--- config.mk ---
export PLATFORM = sky130hd
export DESIGN_NAME = tdbg_slave
export DESIGN_NICKNAME = d
export VERILOG_FILES = /design/src/rtl/tdbg_pkg.sv /design/src/rtl/tdbg_sync.sv /design/src/rtl/tdbg_slave.sv
export SDC_FILE = /design/constraint.sdc
export NUM_CORES = 1
export LEC_CHECK = 0
export CORE_UTILIZATION = 55
export CTS_CLUSTER_DIAMETER = 120
export DETAILED_ROUTE_END_ITERATION = 6
export DONT_BUFFER_PORTS = 1
export GPL_TIMING_DRIVEN = 0
export PLACE_DENSITY = 0.7
export SETUP_SLACK_MARGIN = 0.15
export SLEW_MARGIN = 10
export SYNTH_ARGS = -nofsm -noshare
export SYNTH_HDL_FRONTEND = slang
export SYNTH_SLANG_ARGS = --single-unit
export TNS_END_PERCENT = 30
--- constraint.sdc ---
create_clock -name REF_CLK -period 1.73 [get_ports REF_CLK]
set_input_delay 0.173 -clock REF_CLK [delete_from_list [all_inputs] [get_ports REF_CLK]]
set_output_delay 0.173 -clock REF_CLK [all_outputs]
set_load 0.02 [all_outputs]
--- src/rtl/tdbg_pkg.sv ---
// constants, state type and rule summary for the two-wire debug slave port
// Rules of the port and of the master that drives it
// RQ1: master starts transfers and drives the clock
// RQ2: port works only while instrumentation is off
// RQ3: data changes only while clock is low
// RQ4: start is data falling with clock high
// RQ5: data rising with clock high does nothing
// RQ6: bytes travel most significant bit first
// RQ7: nine clocks per byte, ninth is separator
// RQ8: incoming bits captured on clock rising edge
// RQ9: outgoing bits presented from clock falling edge
// RQ10: master ends by holding clock high
// RQ11: separator high before a fresh start
// RQ12: bus grant waits for high separator
// RQ13: address byte follows every start
// RQ14: seven address bits, then read/write bit
// RQ15: read and write registers share addresses
// RQ16: operation repeats without resending the address
// RQ17: single write takes eight bits after address
// RQ18: write address increments, saturates at 30h
// RQ19: read loads shifter after the address separator
// RQ20: read address increments, saturates at 20h
// RQ21: link clock at most half system clock
// RQ22: recommended link clock per system clock range
// RQ23: bus grant disabled after reset until enabled
// RQ24: lines synchronised, start clears bit counter
// RQ25: data driven only in read data bits
package tdbg_pkg;
    localparam int unsigned SYS_CLK_HZ  = 25_000_000;
    localparam int unsigned LINK_MAX_HZ = SYS_CLK_HZ / 2;
    localparam int          ADDR_W      = 7;
    localparam int          DATA_W      = 8;
    localparam int          CNT_W       = 4;
    localparam int          SYNC_W      = 3;
    localparam int          SYNC_SCL    = 0;
    localparam int          SYNC_SDA    = 1;
    localparam int          SYNC_BREQ   = 2;

    localparam logic [SYNC_W-1:0] SYNC_RESET    = 3'h7;
    localparam logic [CNT_W-1:0]  BIT_FIRST     = 4'h0;
    localparam logic [CNT_W-1:0]  BIT_LAST_DATA = 4'h7;
    localparam logic [CNT_W-1:0]  BIT_SEP       = 4'h8;
    localparam logic [CNT_W-1:0]  BIT_STEP      = 4'h1;
    localparam logic [ADDR_W-1:0] ADDR_RESET    = 7'h00;
    localparam logic [ADDR_W-1:0] ADDR_STEP     = 7'h01;
    localparam logic [ADDR_W-1:0] WR_ADDR_TOP   = 7'h30;
    localparam logic [ADDR_W-1:0] RD_ADDR_TOP   = 7'h20;
    localparam logic [DATA_W-1:0] DATA_RESET    = 8'h00;
    localparam logic              RW_WRITE      = 1'b0;

    typedef enum logic [1:0] {
        TDBG_IDLE  = 2'b00,
        TDBG_ADDR  = 2'b01,
        TDBG_WRITE = 2'b11,
        TDBG_READ  = 2'b10
    } tdbg_state_t;
endpackage : tdbg_pkg

--- src/rtl/tdbg_sync.sv ---
// two-flop synchroniser for the pins that enter the system clock domain
`timescale 1ns/1ps
module tdbg_sync (
    input  wire logic                        clk,    // system clock
    input  wire logic                        nrst,   // sync reset, low
    input  wire logic [tdbg_pkg::SYNC_W-1:0] async_in, // raw pin levels
    output logic      [tdbg_pkg::SYNC_W-1:0] sync_out  // settled levels
);
    import tdbg_pkg::*;

    logic [SYNC_W-1:0] meta_reg;

    genvar gi;
    generate
        for (gi = 0; gi < SYNC_W; gi++) begin : g_bit
            // the first stage feeds only the second stage
            always_ff @(posedge clk) begin
                if (!nrst) begin
                    meta_reg[gi] <= SYNC_RESET[gi];
                    sync_out[gi] <= SYNC_RESET[gi];
                end else begin
                    meta_reg[gi] <= async_in[gi];
                    sync_out[gi] <= meta_reg[gi];
                end
            end
        end
    endgenerate
endmodule : tdbg_sync

--- src/rtl/tdbg_slave.sv ---
// serial slave engine of the two-wire debug port
`timescale 1ns/1ps
module tdbg_slave (
    input  wire logic                        REF_CLK,   // system clock
    input  wire logic                        NRST,      // sync reset, low
    input  wire logic                        INSTR_ENABLE, // pins taken
    input  wire logic                        DEBUG_SERIAL_CLOCK, // link clk
    input  wire logic                        DEBUG_SERIAL_DATA_I, // pin in
    output logic                             DEBUG_SERIAL_DATA_O, // pin out
    output logic                             DEBUG_SERIAL_DATA_OE_N, // drive
    output logic [tdbg_pkg::ADDR_W-1:0]      REG_ADDR,  // register addr
    output logic                             REG_WR,    // write strobe
    output logic [tdbg_pkg::DATA_W-1:0]      REG_WDATA, // write data
    output logic                             REG_RD,    // read strobe
    input  wire logic [tdbg_pkg::DATA_W-1:0] REG_RDATA, // read data
    input  wire logic                        BUS_GRANT_EN_WE, // en write
    input  wire logic                        BUS_GRANT_EN_D,  // en value
    input  wire logic                        BUS_REQUEST_IN_N, // ext req
    output logic                             BUS_GRANT_OUT_N,  // grant
    output logic                             PORT_BUSY  // operation open
);
    import tdbg_pkg::*;

    ////////////////////////////////////////////////////////////////////
    // pin synchronisation and edge detection
    ////////////////////////////////////////////////////////////////////
    logic [SYNC_W-1:0] pins_sync;
    logic              scl_d_reg;
    logic              sda_d_reg;
    logic              scl_s;
    logic              sda_s;
    logic              breq;
    logic              scl_rise;
    logic              scl_fall;
    logic              start_seen;
    logic              sda_rise_hi;

    // the link clock is only sampled, so it must stay below half REF_CLK
    tdbg_sync u_sync (                                        // [RQ24] [RQ21]
        .clk      (REF_CLK),
        .nrst     (NRST),
        .async_in ({BUS_REQUEST_IN_N, DEBUG_SERIAL_DATA_I,
                    DEBUG_SERIAL_CLOCK}),
        .sync_out (pins_sync)
    );

    assign scl_s = pins_sync[SYNC_SCL];
    assign sda_s = pins_sync[SYNC_SDA];
    assign breq  = ~pins_sync[SYNC_BREQ];

    always_ff @(posedge REF_CLK) begin
        if (!NRST) begin
            scl_d_reg <= 1'b1;
            sda_d_reg <= 1'b1;
        end else begin
            scl_d_reg <= scl_s;
            sda_d_reg <= sda_s;
        end
    end

    assign scl_rise    = scl_s & ~scl_d_reg;                       // [RQ8]
    assign scl_fall    = ~scl_s & scl_d_reg;                       // [RQ9]
    // a stable-high clock with data falling marks a start
    assign start_seen  = scl_s & scl_d_reg & sda_d_reg & ~sda_s    // [RQ4]
                         & ~INSTR_ENABLE;                          // [RQ2]
    // data rising under a high clock is deliberately left unused
    assign sda_rise_hi = scl_s & scl_d_reg & ~sda_d_reg & sda_s;   // [RQ5]

    ////////////////////////////////////////////////////////////////////
    // framing: state and bit counter
    ////////////////////////////////////////////////////////////////////
    tdbg_state_t       state_reg;
    logic [CNT_W-1:0]  cnt_reg;
    logic [DATA_W-1:0] shift_reg;
    logic              sep_rise;
    logic              data_rise;

    assign sep_rise  = scl_rise & (cnt_reg == BIT_SEP);
    assign data_rise = scl_rise & (cnt_reg <= BIT_LAST_DATA);

    always_ff @(posedge REF_CLK) begin
        if (!NRST || INSTR_ENABLE) begin                           // [RQ2]
            state_reg <= TDBG_IDLE;
            cnt_reg   <= BIT_FIRST;
        end else if (start_seen) begin
            state_reg <= TDBG_ADDR;                               // [RQ13]
            cnt_reg   <= BIT_FIRST;                               // [RQ24]
        end else if (state_reg != TDBG_IDLE && scl_rise) begin
            // nine clocks per byte, the ninth is the separator
            if (cnt_reg == BIT_SEP) begin                          // [RQ7]
                cnt_reg <= BIT_FIRST;
            end else begin
                cnt_reg <= CNT_W'(cnt_reg + BIT_STEP);
            end
            // read/write bit picks one of two registers per address
            if (state_reg == TDBG_ADDR && cnt_reg == BIT_SEP) begin
                if (shift_reg[0] == RW_WRITE) begin                // [RQ14]
                    state_reg <= TDBG_WRITE;                      // [RQ15]
                end else begin
                    state_reg <= TDBG_READ;                       // [RQ15]
                end
            end
        end
    end

    ////////////////////////////////////////////////////////////////////
    // shifter and data pin
    ////////////////////////////////////////////////////////////////////
    logic              rx_state;
    logic              tx_fall;

    assign rx_state = (state_reg == TDBG_ADDR) || (state_reg == TDBG_WRITE);
    assign tx_fall  = (state_reg == TDBG_READ) && scl_fall
                      && (cnt_reg <= BIT_LAST_DATA);

    always_ff @(posedge REF_CLK) begin
        if (!NRST || start_seen) begin
            shift_reg <= DATA_RESET;
        end else if (rx_state && data_rise) begin
            shift_reg <= {shift_reg[DATA_W-2:0], sda_s};     // [RQ6] [RQ8]
        end else if (tx_fall && cnt_reg == BIT_FIRST) begin
            // read data is loaded on the first fall after the separator
            shift_reg <= {REG_RDATA[DATA_W-2:0], 1'b0};           // [RQ19]
        end else if (tx_fall) begin
            shift_reg <= {shift_reg[DATA_W-2:0], 1'b0};            // [RQ6]
        end
    end

    // pin changes only follow a detected falling edge, so clock is low
    always_ff @(posedge REF_CLK) begin
        if (!NRST) begin
            DEBUG_SERIAL_DATA_O <= 1'b1;
        end else if (tx_fall && cnt_reg == BIT_FIRST) begin
            DEBUG_SERIAL_DATA_O <= REG_RDATA[DATA_W-1];      // [RQ9] [RQ3]
        end else if (tx_fall) begin
            DEBUG_SERIAL_DATA_O <= shift_reg[DATA_W-1];           // [RQ9]
        end
    end

    always_ff @(posedge REF_CLK) begin
        if (!NRST || INSTR_ENABLE || start_seen) begin
            DEBUG_SERIAL_DATA_OE_N <= 1'b1;
        end else if (state_reg != TDBG_READ) begin
            DEBUG_SERIAL_DATA_OE_N <= 1'b1;                       // [RQ25]
        end else if (scl_fall) begin
            // released for the separator cycle
            DEBUG_SERIAL_DATA_OE_N <= (cnt_reg == BIT_SEP);       // [RQ25]
        end
    end

    ////////////////////////////////////////////////////////////////////
    // register space access
    ////////////////////////////////////////////////////////////////////
    always_ff @(posedge REF_CLK) begin
        if (!NRST) begin
            REG_ADDR <= ADDR_RESET;
        end else if (sep_rise && state_reg == TDBG_ADDR) begin
            REG_ADDR <= shift_reg[DATA_W-1:1];                   // [RQ14]
        end else if (sep_rise && state_reg == TDBG_WRITE) begin
            // block writes walk upward and stick at the top
            if (REG_ADDR < WR_ADDR_TOP) begin                     // [RQ18]
                REG_ADDR <= ADDR_W'(REG_ADDR + ADDR_STEP);
            end
        end else if (sep_rise && state_reg == TDBG_READ) begin
            if (REG_ADDR < RD_ADDR_TOP) begin                     // [RQ20]
                REG_ADDR <= ADDR_W'(REG_ADDR + ADDR_STEP);
            end
        end
    end

    // staying in WRITE/READ lets the master repeat without an address
    always_ff @(posedge REF_CLK) begin
        if (!NRST) begin
            REG_WR    <= 1'b0;
            REG_WDATA <= DATA_RESET;
        end else begin
            REG_WR <= (state_reg == TDBG_WRITE) && scl_rise       // [RQ17]
                      && (cnt_reg == BIT_LAST_DATA);              // [RQ16]
            if (state_reg == TDBG_WRITE && scl_rise
                && cnt_reg == BIT_LAST_DATA) begin
                REG_WDATA <= {shift_reg[DATA_W-2:0], sda_s};      // [RQ17]
            end
        end
    end

    // read strobe at each read separator so data is ready at the next fall
    always_ff @(posedge REF_CLK) begin
        if (!NRST) begin
            REG_RD <= 1'b0;
        end else begin
            REG_RD <= sep_rise && (((state_reg == TDBG_ADDR)      // [RQ19]
                      && (shift_reg[0] != RW_WRITE))
                      || (state_reg == TDBG_READ));               // [RQ16]
        end
    end

    ////////////////////////////////////////////////////////////////////
    // bus request hand-off
    ////////////////////////////////////////////////////////////////////
    logic grant_en_reg;
    logic sep_high_reg;
    logic busy;

    always_ff @(posedge REF_CLK) begin
        if (!NRST) begin
            grant_en_reg <= 1'b0;                                 // [RQ23]
        end else if (BUS_GRANT_EN_WE) begin
            grant_en_reg <= BUS_GRANT_EN_D;
        end
    end

    // a high separator ends the operation; the next byte reopens it
    always_ff @(posedge REF_CLK) begin
        if (!NRST || INSTR_ENABLE) begin
            sep_high_reg <= 1'b1;
        end else if (start_seen) begin
            sep_high_reg <= 1'b0;
        end else if (state_reg != TDBG_IDLE && sep_rise) begin
            sep_high_reg <= sda_s;                                // [RQ12]
        end else if (state_reg != TDBG_IDLE && scl_rise
                     && cnt_reg == BIT_FIRST) begin
            sep_high_reg <= 1'b0;
        end
    end

    assign busy = (state_reg != TDBG_IDLE) && !sep_high_reg;

    always_ff @(posedge REF_CLK) begin
        if (!NRST) begin
            BUS_GRANT_OUT_N <= 1'b1;
            PORT_BUSY       <= 1'b0;
        end else begin
            BUS_GRANT_OUT_N <= ~(grant_en_reg && breq && !busy);  // [RQ12]
            PORT_BUSY       <= busy;
        end
    end
endmodule : tdbg_slave

**Word-level counts from Yosys, hierarchy flattened**

Cells that the tools add are included.

- Word-level logic and storage cells: 106
- Input bits: 16
- Output and inout port bits: 21
- Register bits after elaboration: 45

- Eq/ne operators: 7
- $lt $le $gt $ge: 3
- Add/subtract/negate cells: 2
- Reduce and logical (&&, ||, !) cells: 40
- Bitwise logic cells: 14
- Mux-type cells: 18

Operators by type and width:

| kind | count |
|---|---|
| two-way mux 7 bit | 5 |
| two-way mux 8 bit | 3 |
| logical AND 1 bit | 18 |
| < comparator 7 x 6 -> 1 bit (second input constant) | 2 |
| nonzero test 3 bit | 4 |
| two-way mux 1 bit | 9 |
| bitwise AND 1 bit | 8 |
| nonzero test 2 bit | 4 |
| adder 7 x 1 -> 7 bit (second input constant) | 1 |
| NOT 1 bit | 6 |
| logical OR 1 bit | 5 |
| adder 4 x 1 -> 4 bit (second input constant) | 1 |
| == test 2 bit (second input constant) | 2 |
| == test 4 x 3 -> 1 bit (second input constant) | 1 |
| == test 4 bit (second input constant) | 1 |
| <= comparator 4 x 3 -> 1 bit (second input constant) | 1 |
| logical NOT 4 bit | 1 |
| two-way mux 4 bit | 1 |
| AND reduction 2 bit | 2 |
| OR reduction 2 bit | 2 |
| logical NOT 1 bit | 3 |
| inequality test 3 x 2 -> 1 bit (second input constant) | 1 |
| AND reduction 3 bit | 1 |
| == test 2 x 1 -> 1 bit (second input constant) | 1 |
| inequality test 2 bit (second input constant) | 1 |

**Logic depth before layout (Yosys ltp)**

Gate-level depths: netlist of the first run.

- Word-level depth: 7
- Gate-level depth with buffers: 7
- Mapped depth without buffers: 6

**Hierarchy**

A second synthesis of the first run with hierarchy kept.

- Cell total of the unflattened synthesis: 203
- Area, all modules: 1988.2 sq um

By module, submodules not included:

| module | instances | area each (sq um) | cells each |
|---|---|---|---|
| tdbg_slave | 1 | 1830.5 | 191 |
| tdbg_sync | 1 | 157.7 | 12 |

**Worst setup path before layout of the first run**

OpenSTA, ideal clock, no wires.

- Path kind: register -> register
- Start point: register cnt_reg[0]
- End point: register REG_ADDR[1] (netlist bit)
- Data arrival time: 1691 ps
- Data required time: 1614 ps
- Path buffers: 1
- Period minus slack after synthesis: 1807 ps
- Setup slack: -77 ps
- Cell stages (with the launch flop): 8
- Path through: dfxtp_1 -> inv_1 -> ha_1 -> nand3b_4 -> or3_1 -> buf_6 -> mux2_4 -> o211a_1

- Cells in the longest elaborated chain, start to end: 5
- Elaborated cells on any way between the ends: 11
- Classes of those cells: eq/ne: 2; mux: 2; bitwise: 1; reduce/logical: 6

RTL lines:

| item | line | source |
|---|---|---|
| from (decl) | tdbg_slave.sv:73 | `logic [CNT_W-1:0] cnt_reg;` |
| from (signal assigned) | tdbg_slave.sv:93 | `cnt_reg <= CNT_W'(cnt_reg + BIT_STEP);` |
| == test 4 bit (*) | tdbg_slave.sv:78 | `assign sep_rise = scl_rise & (cnt_reg == BIT_SEP);` |
| bitwise AND 1 bit (*) | tdbg_slave.sv:78 |  |
| logical AND 1 bit (on tied branches) | tdbg_slave.sv:157, tdbg_slave.sv:159, tdbg_slave.sv:164 |  |
| inequality test 3 x 2 -> 1 bit (no source line) (tied with other cells) | -- |  |
| AND reduction 3 bit (no source line) or two-way mux 7 bit (tied branches) | -- |  |
| to (signal assigned) | tdbg_slave.sv:158 | `REG_ADDR <= shift_reg[DATA_W-1:1];` |
| to (signal assigned) | tdbg_slave.sv:162 | `REG_ADDR <= ADDR_W'(REG_ADDR + ADDR_STEP);` |
| to (signal assigned) | tdbg_slave.sv:166 | `REG_ADDR <= ADDR_W'(REG_ADDR + ADDR_STEP);` |
| to (decl) | tdbg_slave.sv:11 | `output logic [tdbg_pkg::ADDR_W-1:0] REG_ADDR,` |

Mark *: on every way between the ends. The rest lies on a longest branch, timed or not.
A chain may end at the register's enable or synchronous reset.

**Final worst setup path of the first run**

Ends and elaborated chain as after synthesis.

==> results.md, run 1 <==
- Post-synth cell types: 41
- Slew headroom: 0.595
- Fin area: 2400 µm²
- Worst setup SP type: flip-flop
- Ant diodes: 0
- Crit path cell chain: inv_2, ha_4, nand3b_4, or3_4, buf_8, mux2_4, o211a_1
- Row Count: 21
- Mapped Area: between 1500 and 2000 µm²
- I/O pin total: 37
- Clock Sinks: 45
- Total CTS buffers: 5
- PortBufs: 0
- Worst Setup SP: cnt_reg[0]
- Max-cap viol count: 0
- Post-route ant nets: 0
- Initial antenna violation count: 0
- Largest net degree at the start of global routing: 15
- Tcrit/Tclk final: 1.00
- First-pass GRT wire length: 7.31 mm
- Setup WS post-layout: -0.000924 ns
- Crit path max fanout: 6
- Worst slew pin tran: 0.608 ns
- Hold Fails Final Rpt: 0
- Worst path top cell family by delay: simple AND/OR/NAND/NOR gates
- Yosys reg bits: 45
- Slowest stage cell, crit path: dfxtp_2
- Power per cell area: between 600 and 700 nW/µm²
- CP peak stage delay: 0.35 ns
- # setup viols final: 1
- Post-layout min period: between 1.5 and 2 ns
- R2r setup slk: -0.0009 ns
- Die span in y: 62.1 µm
- Die ar.: roughly 3900 µm²
- Cells after Synth: 211
- 1st-pass router iterations: 4
- Worst R2R Start: cnt_reg[0]
- Setup TNS: -0.000924 ns
- Initial Utilization: 0.586
- Failing checks: negative setup slack
- CTS tree: done
- Width of the die: 62.1 µm
- CTS clk-pin slew, worst paths: 0.13 ns
- Hold Path Origin: INSTR_ENABLE
- Via count of the routed design: roughly 1700
- Worst skew pair latency: 0.36 ns
- RSZ-0062 raised after global routing: true
- Setup CP Type: reg2reg
- Required @ worst endpoint: 2.00 ns
- Final wirelength: a little under 5 mm
- Root Buffer: clkbuf_4
- Vias in the first global route: 1572
- Drt first-iter violations: 144
- Syn nets: 230
- Placed Area: between 2000 and 2500 µm²
- Clock Path Buffers: 2
- Worst min path class: in2reg
- Share of layout cells above drive strength 1: 0.244
- Register area: 910 µm²
- Arrival time at the worst endpoint: about 2 ns
- Core area: roughly 3400 µm²
- Static Leak: 0.000815 µW
- Register area share after synthesis: 0.454
- DRC errors left: 0
- Max IR drop VDD: 0.000672 V
- Gr ovfl total: 0
- Post-Syn Area per Cell: 9.41 µm²
- Ys Warns: 0
- HPWL Detailed: ~3 mm
- RePlAce Congestion: 0.764
- Total GRT Usage: 0.267
- Final Max Tran Viols: 0
- H-tree levels: 2
- Multi-input gate area: approximately 1100 µm²
- Fillers: 255
- Worst path bufs/invs: 2
- Drt wl/cell: 17.1 µm
- Worst Skew: 0.00571 ns
- Final #Nets: about 260
- Routed vias/inst: 5.97
- Area grow syn2layout: 20.9%
- Worst setup EP type: flip-flop
- Fmax: just under 600 MHz
- Status: finished with violations
path summary, 6_finish.rpt:
check	to	cells after the start
worst min-delay path	state_reg[0]	3
worst max register to register	REG_ADDR[1]	7
worst max-delay path	REG_ADDR[1]	7
worst min register to register	u_sync.sync_out[2]	1
worst reg2reg max path: stages, from the launching register on:
cell	delay (ns)
dfxtp_2	0.35
inv_2	0.08
ha_4	0.16
nand3b_4	0.08
or3_4	0.34
buf_8	0.15
mux2_4	0.29
o211a_1	0.20
cell usage after synthesis:
| master | instances | share of area |
|---|---|---|
| nand4b_1 | 1 | 0.0044 |
| o211ai_1 | 1 | 0.0038 |
| and3b_1 | 2 | 0.0088 |
| a311oi_1 | 1 | 0.0044 |
| o21ai_0 | 7 | 0.018 |
| nor3_1 | 4 | 0.010 |
| buf_6 | 1 | 0.0057 |
| nand2_1 | 13 | 0.025 |
| nand3_2 | 1 | 0.0050 |
| a31oi_1 | 2 | 0.0063 |
| nor2b_1 | 1 | 0.0032 |
| a211oi_1 | 12 | 0.045 |
| o21bai_1 | 1 | 0.0038 |
| mux2i_1 | 21 | 0.11 |
| or2_2 | 2 | 0.0063 |
| nand3b_4 | 2 | 0.020 |
| nor3_4 | 1 | 0.0082 |
| or3_1 | 2 | 0.0063 |
| o21ai_1 | 1 | 0.0025 |
| mux2_4 | 1 | 0.0076 |
| o311ai_0 | 1 | 0.0044 |
| nand2b_1 | 15 | 0.047 |
| o211a_1 | 1 | 0.0050 |
| and2_1 | 1 | 0.0032 |
| nor2_1 | 29 | 0.055 |
| clkbuf_1 | 3 | 0.0057 |
| nor3b_1 | 2 | 0.0076 |
| o32ai_1 | 4 | 0.018 |
| buf_2 | 4 | 0.010 |
| buf_1 | 1 | 0.0019 |
| nand4bb_1 | 1 | 0.0057 |
| nand3_1 | 4 | 0.010 |
| ha_1 | 3 | 0.019 |
| or4_1 | 1 | 0.0038 |
| nor4_1 | 2 | 0.0063 |
| clkinv_1 | 1 | 0.0019 |
| inv_1 | 3 | 0.0057 |
| dfxtp_1 | 45 | 0.45 |
| and2b_1 | 1 | 0.0038 |
| a221o_1 | 1 | 0.0050 |
| a21oi_1 | 11 | 0.028 |
per-stage QoR:
step	std cells	setup slack [ns]	hold slack [ns]	power (µW)	util
floorplan	211	0.0534	0.274	1110	-
global placement	257	-0.0379	0.275	1120	0.607
detailed placement	257	-0.0606	0.280	1120	0.607
CTS	279	0.0138	0.00167	1610	0.685
global route	284	-0.0509	0.0183	1680	0.708
finish	284	-0.000924	0.0235	1620	0.708
layout make-up:
class / instances / area share
multi-input cells: 153 / 0.474
flip-flops and latches: 45 / 0.379
repair buffers: 19 / 0.0688
clock inverters: 2 / 0.00625
plain buffers: 9 / 0.0245
well taps: 46 / 0.0240
inverters: 4 / 0.00625
clock buffers: 6 / 0.0172
layout by cell type, fill, tap and decap left out, drive strengths merged, types with 6 or more instances in the layout:
cell         count
buf             19
nor2            29
clkbuf           9
dlygate4sd3      6
mux2i           21
o21ai            8
nand2b          15
nand2           13
dfxtp           45
a21oi           11
a211oi          12
power breakdown:
| part | total, µW | internal (µW) | leakage (µW) | switching (µW) |
|---|---|---|---|---|
| sequential | 1050 | 1050 | 0.000366 | 8.00 |
| clock | 505 | 159 | 0.0000245 | 346 |
| combinational | 58.0 | 25.2 | 0.000424 | 32.8 |
| total | 1620 | 1230 | 0.000815 | 387 |
routing by layer:
metal  up-vias  track usage  routed length (µm)
met3        23       0.0766                 362
met5         -            0                   0
li1        806            -                   -
met4         0        0.102                 138
met1       776        0.333                1990
met2        90        0.436                2360
repair_timing:
action / 4_1_cts / 5_1_grt
hold buffers: 5 / 1
setup endpoints to repair: 22 / 23
pin swaps: 5 / 6
hold endpoints to repair: 4 / 1
gates resized for setup: 24 / 9
buffers inserted: 9 / 4
cells by family after synthesis:
| logic type | share of synthesized area |
|---|---|
| and+or+nand+nor | 0.239 |
| DFF | 0.454 |
| AOI/OAI and AO/OA | 0.144 |
| muxes | 0.113 |
| buffers and inverters | 0.0309 |
| adders and majority gates | 0.0189 |
Note: power is estimated with default switching activity, not from simulation.
==> inputs of run 2 (changes only) <==
- CELL_PAD_IN_SITES_DETAIL_PLACEMENT: unset -> 1
- CELL_PAD_IN_SITES_GLOBAL_PLACEMENT: unset -> 1
- CORE_UTILIZATION: 55 -> 42
- GPL_TIMING_DRIVEN: 0 -> unset
==> run 2 against run 1 <==
- the flow finishes with violations (design-rule violations)
- register-to-register slack improved by 0.05 ns
- sequential power hardly changed
- first-iteration DRC count is 49% lower
- global-route usage decreased by 4.4 points
- count of clock-buffer cells in the layout stayed put
- setup slack gained 0.047 ns
- combinational power decreased by 8.1%
- via count fell by 1.2%
- flip-flop and latch count is the same
- critical path type unchanged
==> results.md, run 2 (synthesis results as in run 1) <==
- Status: finished with violations
- Failing checks: design-rule violations
- Clock Path Buffers: 2
- Hold Fails Final Rpt: 0
- Most Crowded Layer GR: met2
- 1st-pass router iterations: 6
- RSZ-0062 raised after global routing: true
- Worst Skew: 0.00574 ns
- Required @ worst endpoint: approximately 1.9 ns
- GR Util met2: 0.378
- Width of the die: around 71 µm
- Post-route ant nets: 0
- Via count of the routed design: 1675
- Worst setup EP type: flip-flop
- CTS clk-pin slew, worst paths: 0.09 ns
- Share of layout cells above drive strength 1: 0.261
- Initial antenna violation count: 0
- H-tree levels: 2
- Ant diodes: 0
- Core Util, Final: 0.555
- Drt first-iter violations: 74
- Crit path max fanout: 6
- Row Count: 24
- PortBufs: 0
- CTS tree: done
- Largest net degree at the start of global routing: 16
- Routed vias/inst: roughly 5.6
- Die ar.: roughly 5000 µm²
- Met1 Use GR: 0.284
- Final wirelength: between 5 and 6 mm
- Arrival time at the worst endpoint: 1.89 ns
- DRC errors left: 2
- I/O pin total: 37
- Fmax: 594 MHz
- Worst skew pair latency: 0.30 ns
- Slew headroom: 0.744
- Core area: 4440 µm²
- Final #Nets: 263
- Final Max Tran Viols: 0
- Initial Utilization: 0.447
- # setup viols final: 0
- Most frequent cells in the layout: 39 x dfxtp_1, 28 x nor2_1, 27 x buf_4
- Worst slew pin tran: about 0.38 ns
- Power per cell area: ~710 nW/µm²
- Fillers: 498
- Total GRT Usage: 0.223
- Max-cap viol count: 0
- Worst min path class: in2reg
- Clock Sinks: 45
- Tcrit/Tclk final: 0.973
- Area grow syn2layout: 24.1%
- Setup CP Type: reg2reg
- Total CTS buffers: 5
- Multi-input gate area: roughly 1100 µm²
- Hold_ws: 0.0298 ns
- Drt wl/cell: roughly 18 µm
- Max IR drop VDD: 0.000340 V
- Root Buffer: clkbuf_8
- Die span in y: approximately 70 µm
- Post-layout min period: approximately 1.7 ns
- HPWL Detailed: just under 4 mm
- Static Leak: 0.000893 µW
- Gr ovfl total: 0
- First-pass GRT wire length: 8.60 mm
- Commonest non-fill, non-tap cell in the layout: dfxtp_1
- Vias in the first global route: between 1500 and 2000
- Worst setup SP type: flip-flop
- Register area: 908 µm²
- RePlAce Congestion: roughly 0.84
- GR Layer Usage met3: 0.0541
-- run 2: routing by layer --
metal	vias to the layer above	wire, µm
met4	0	93
met2	34	2550
met1	810	2470
li1	822	-
met3	9	231
met5	-	0
-- run 2: power by group --
group	switching [µW]	total (µW)	internal (µW)	leakage [µW]
logic	28.2	53.3	25.1	0.000490
clock network	359	644	285	0.0000374
registers	8.59	1050	1050	0.000366
-- run 2: metrics by stage --
stage | setup WS (ns) | setup TNS (ns) | area, µm² | instances | power [µW]
floorplan | 0.0534 | 0 | 2000 | 211 | 1110
global placement | 0.0825 | 0 | 2190 | 277 | 1110
detailed placement | -0.0419 | -0.0664 | 2190 | 277 | 1120
CTS | 0.0595 | 0 | 2380 | 293 | 1770
global route | 0.000442 | 0 | 2460 | 297 | 1830
finish | 0.0459 | 0 | 2460 | 297 | 1750
-- run 2: path summary, 6_finish.rpt --
kind / depth (start not counted) / to / slack [ns] / from
setup / recovery: 7 / REG_ADDR[5] / 0.05 / cnt_reg[1]
hold / removal: 2 / REG_ADDR[2] / 0.03 / NRST
setup reg to reg: 7 / REG_ADDR[5] / 0.05 / cnt_reg[1]
hold reg to reg: 1 / u_sync.sync_out[0] / 0.42 / u_sync.meta_reg[0]
-- run 2: critical path, stage by stage, from the launching register on --
cell      delay (ns)
dfxtp_2         0.34
inv_2           0.08
ha_4            0.17
nand3b_4        0.09
or3_4           0.38
buf_6           0.16
mux2i_1         0.13
o32ai_1         0.25
-- run 2: area by class of cell --
type / instances / share of cell area
clock inverters: 2 / 0.00609
well taps: 52 / 0.0264
multi-input cells: 153 / 0.447
inverters: 4 / 0.00609
flip-flops and latches: 45 / 0.369
repair buffers: 35 / 0.116
clock buffers: 6 / 0.0294
-- run 2: timing repair --
item,CTS,global route
hold buffers,4,1
pin swaps,1,2
buffers inserted,4,3
gates resized for setup,9,11
endpoints found under the hold margin,9,1
setup endpoints to repair,15,25
==> inputs of run 3 (changes only) <==
- PLACE_DENSITY: 0.7 -> 0.76
==> run 3 against run 2 <==
- the flow still finishes with violations (design-rule violations)
- fmax is 0.34% higher
- via count is 4.3% higher
- combinational power hardly changed
- clock power is 0.6% higher
- clock skew is 0.0014 ns higher
- cell count is 0.34% lower
- critical endpoint is now REG_ADDR[4]
- die area stayed put
- highest routed layer unchanged
- routed wire length is 8.4% higher
- largest power group unchanged
==> results.md, run 3 (synthesis results as in run 1) <==
- Worst Skew: 0.00715 ns
- Max IR drop VDD: 0.000546 V
- Final wirelength: 5.79 mm
- Worst slew pin tran: ~0.51 ns
- Vias in the first global route: 1808
- Die ar.: 5010 µm²
- Area grow syn2layout: 24.3%
- Most frequent cells in the layout: 42 x dfxtp_1, 28 x nor2_1, 26 x buf_4
- Tcrit/Tclk final: 0.970
- Setup TNS: 0 ns
- RePlAce Congestion: roughly 0.83
- Max-cap viol count: 0
- Worst path bufs/invs: 2
- Worst Setup EP: REG_ADDR[4]
- Fmax: 596 MHz
- Root Buffer: clkbuf_8
- Worst R2R End: REG_ADDR[4]
- Dpl cells: 278
- Row Count: 24
- Routed vias/inst: 5.90
- PortBufs: 0
- Gr ovfl total: 0
- GR Layer Usage met3: 0.0484
- Failing checks: design-rule violations
- Required @ worst endpoint: approximately 1.9 ns
- Slowest stage cell, crit path: or3_4
- Fin area: 2470 µm²
- Hold Path Origin: NRST
- Worst path top cell family by delay: simple AND/OR/NAND/NOR gates
- Drt first-iter violations: 88
- DRC errors left: 6
- Clock Path Buffers: 2
- I/O pin total: 37
- Post-route ant nets: 0
- Met1 Use GR: 0.291
- Ant diodes: 0
- Via count of the routed design: 1747
- Power per cell area: 711 nW/µm²
- Commonest non-fill, non-tap cell in the layout: dfxtp_1
- CTS tree: done
- # setup viols final: 0
- Crit path cell chain: inv_2, ha_4, nand3b_4, or3_4, buf_6, mux2i_1, o32ai_2
- CTS clk-pin slew, worst paths: 0.09 ns
- Initial Utilization: 0.447
- GR Util met2: 0.397
- Die span in y: roughly 71 µm
- Final Max Tran Viols: 0
- Final #Nets: 262
- Setup CP Type: reg2reg
- Hold Fails Final Rpt: 0
- Arrival time at the worst endpoint: 1.86 ns
- Core Util, Final: 0.555
- Worst setup EP type: flip-flop
- Initial antenna violation count: 0
- Worst r2r path cells: 7
- Fillers: between 500 and 600
- Status: finished with violations
- Placed Area: 2200 µm²
- Width of the die: 70.8 µm
- Worst setup SP type: flip-flop
- Core area: 4440 µm²
- WP depth: 7
- Share of layout cells above drive strength 1: 0.270
- R2r setup slk: 0.05 ns
- 1st-pass router iterations: 6
- Total GRT Usage: 0.229
- Register area: 905 µm²
- Worst skew pair latency: 0.30 ns
- Drt wl/cell: 19.6 µm
- Worst Setup SP: cnt_reg[1]
- H-tree levels: 2
- Multi-input gate area: between 1000 and 1500 µm²
- Post-Layout Cell Count: 296
- Static Leak: roughly 0.00089 µW
- Most Crowded Layer GR: met2
- Largest net degree at the start of global routing: 16
- Total CTS buffers: 5
- Clock Sinks: 45
- Crit path max fanout: 4
- CP peak stage delay: 0.37 ns
- RSZ-0062 raised after global routing: true
- Post-layout min period: 1.68 ns
- Worst R2R Start: cnt_reg[1]
- First-pass GRT wire length: about 9.0 mm
- Worst min path class: in2reg
- HPWL Detailed: 3.98 mm
- Slew headroom: 0.660
- Power, Total: 1750 µW
==> run 3: cell types whose count changed in the layout (fill, tap and decap cells not counted), sizes merged <==
| cell | previous run | this run |
|---|---|---|
| dlygate4sd3 | 5 | 4 |
==> run 3: final cells by class <==
class / count / area share
clock buffer: 6 / 0.0294
clock inverter: 2 / 0.00609
inverter: 4 / 0.00609
multi-input combinational: 153 / 0.452
sequential: 45 / 0.367
tap: 52 / 0.0264
timing repair buffer: 34 / 0.114
==> run 3: routing by layer <==
metal / up-vias / wire length, µm
met5: - / 0
met4: 0 / 93
met3: 10 / 332
met2: 62 / 2920
met1: 854 / 2450
li1: 821 / -
==> run 3: worst register-to-register path, delay by kind of cell (launching register included) <==
| kind | cells | cell delay, ns |
|---|---|---|
| fa+ha+maj | 1 | 0.17 |
| simple gates | 2 | 0.45 |
| compound gates | 1 | 0.11 |
| mux | 1 | 0.26 |
| flops | 1 | 0.34 |
| buf+inv | 2 | 0.23 |
==> run 3: where the power goes <==
group	switching [µW]	total (µW)	internal, µW	leakage [µW]
Combinational	29.4	53.3	23.9	0.000483
Sequential	7.30	1050	1040	0.000366
Clock	363	648	285	0.0000374
Total	400	1750	1350	0.000887
==> run 3: repair_timing <==
item	in CTS	in global routing
resized for setup	6	16
endpoints found under the setup margin	14	25
hold buffers	4	0
buffers inserted	5	1
hold endpoints to repair	9	0
pin swaps	3	4
==> run 3: per-stage QoR <==
stage / hold slack, ns / setup slack [ns]
2_1_floorplan: 0.274 / 0.0534
3_3_place_gp: 0.248 / 0.0460
3_5_place_dp: 0.252 / -0.0470
4_1_cts: 0.00320 / 0.0413
5_1_grt: 0.00521 / 0.0112
6_report: 0.00825 / 0.0516
==> run 3: worst min-delay path by stage <==
| stage | end | slack, ns | cells after the start |
|---|---|---|---|
| floorplan | u_sync.meta_reg[0] | 0.27 | 1 |
| global placement | u_sync.meta_reg[0] | 0.25 | 1 |
| global route | REG_ADDR[1] | 0.005 | 1 |
| detailed placement | u_sync.meta_reg[2] | 0.25 | 1 |
| finish | REG_ADDR[1] | 0.008 | 1 |
| CTS | REG_ADDR[1] | 0.003 | 1 |
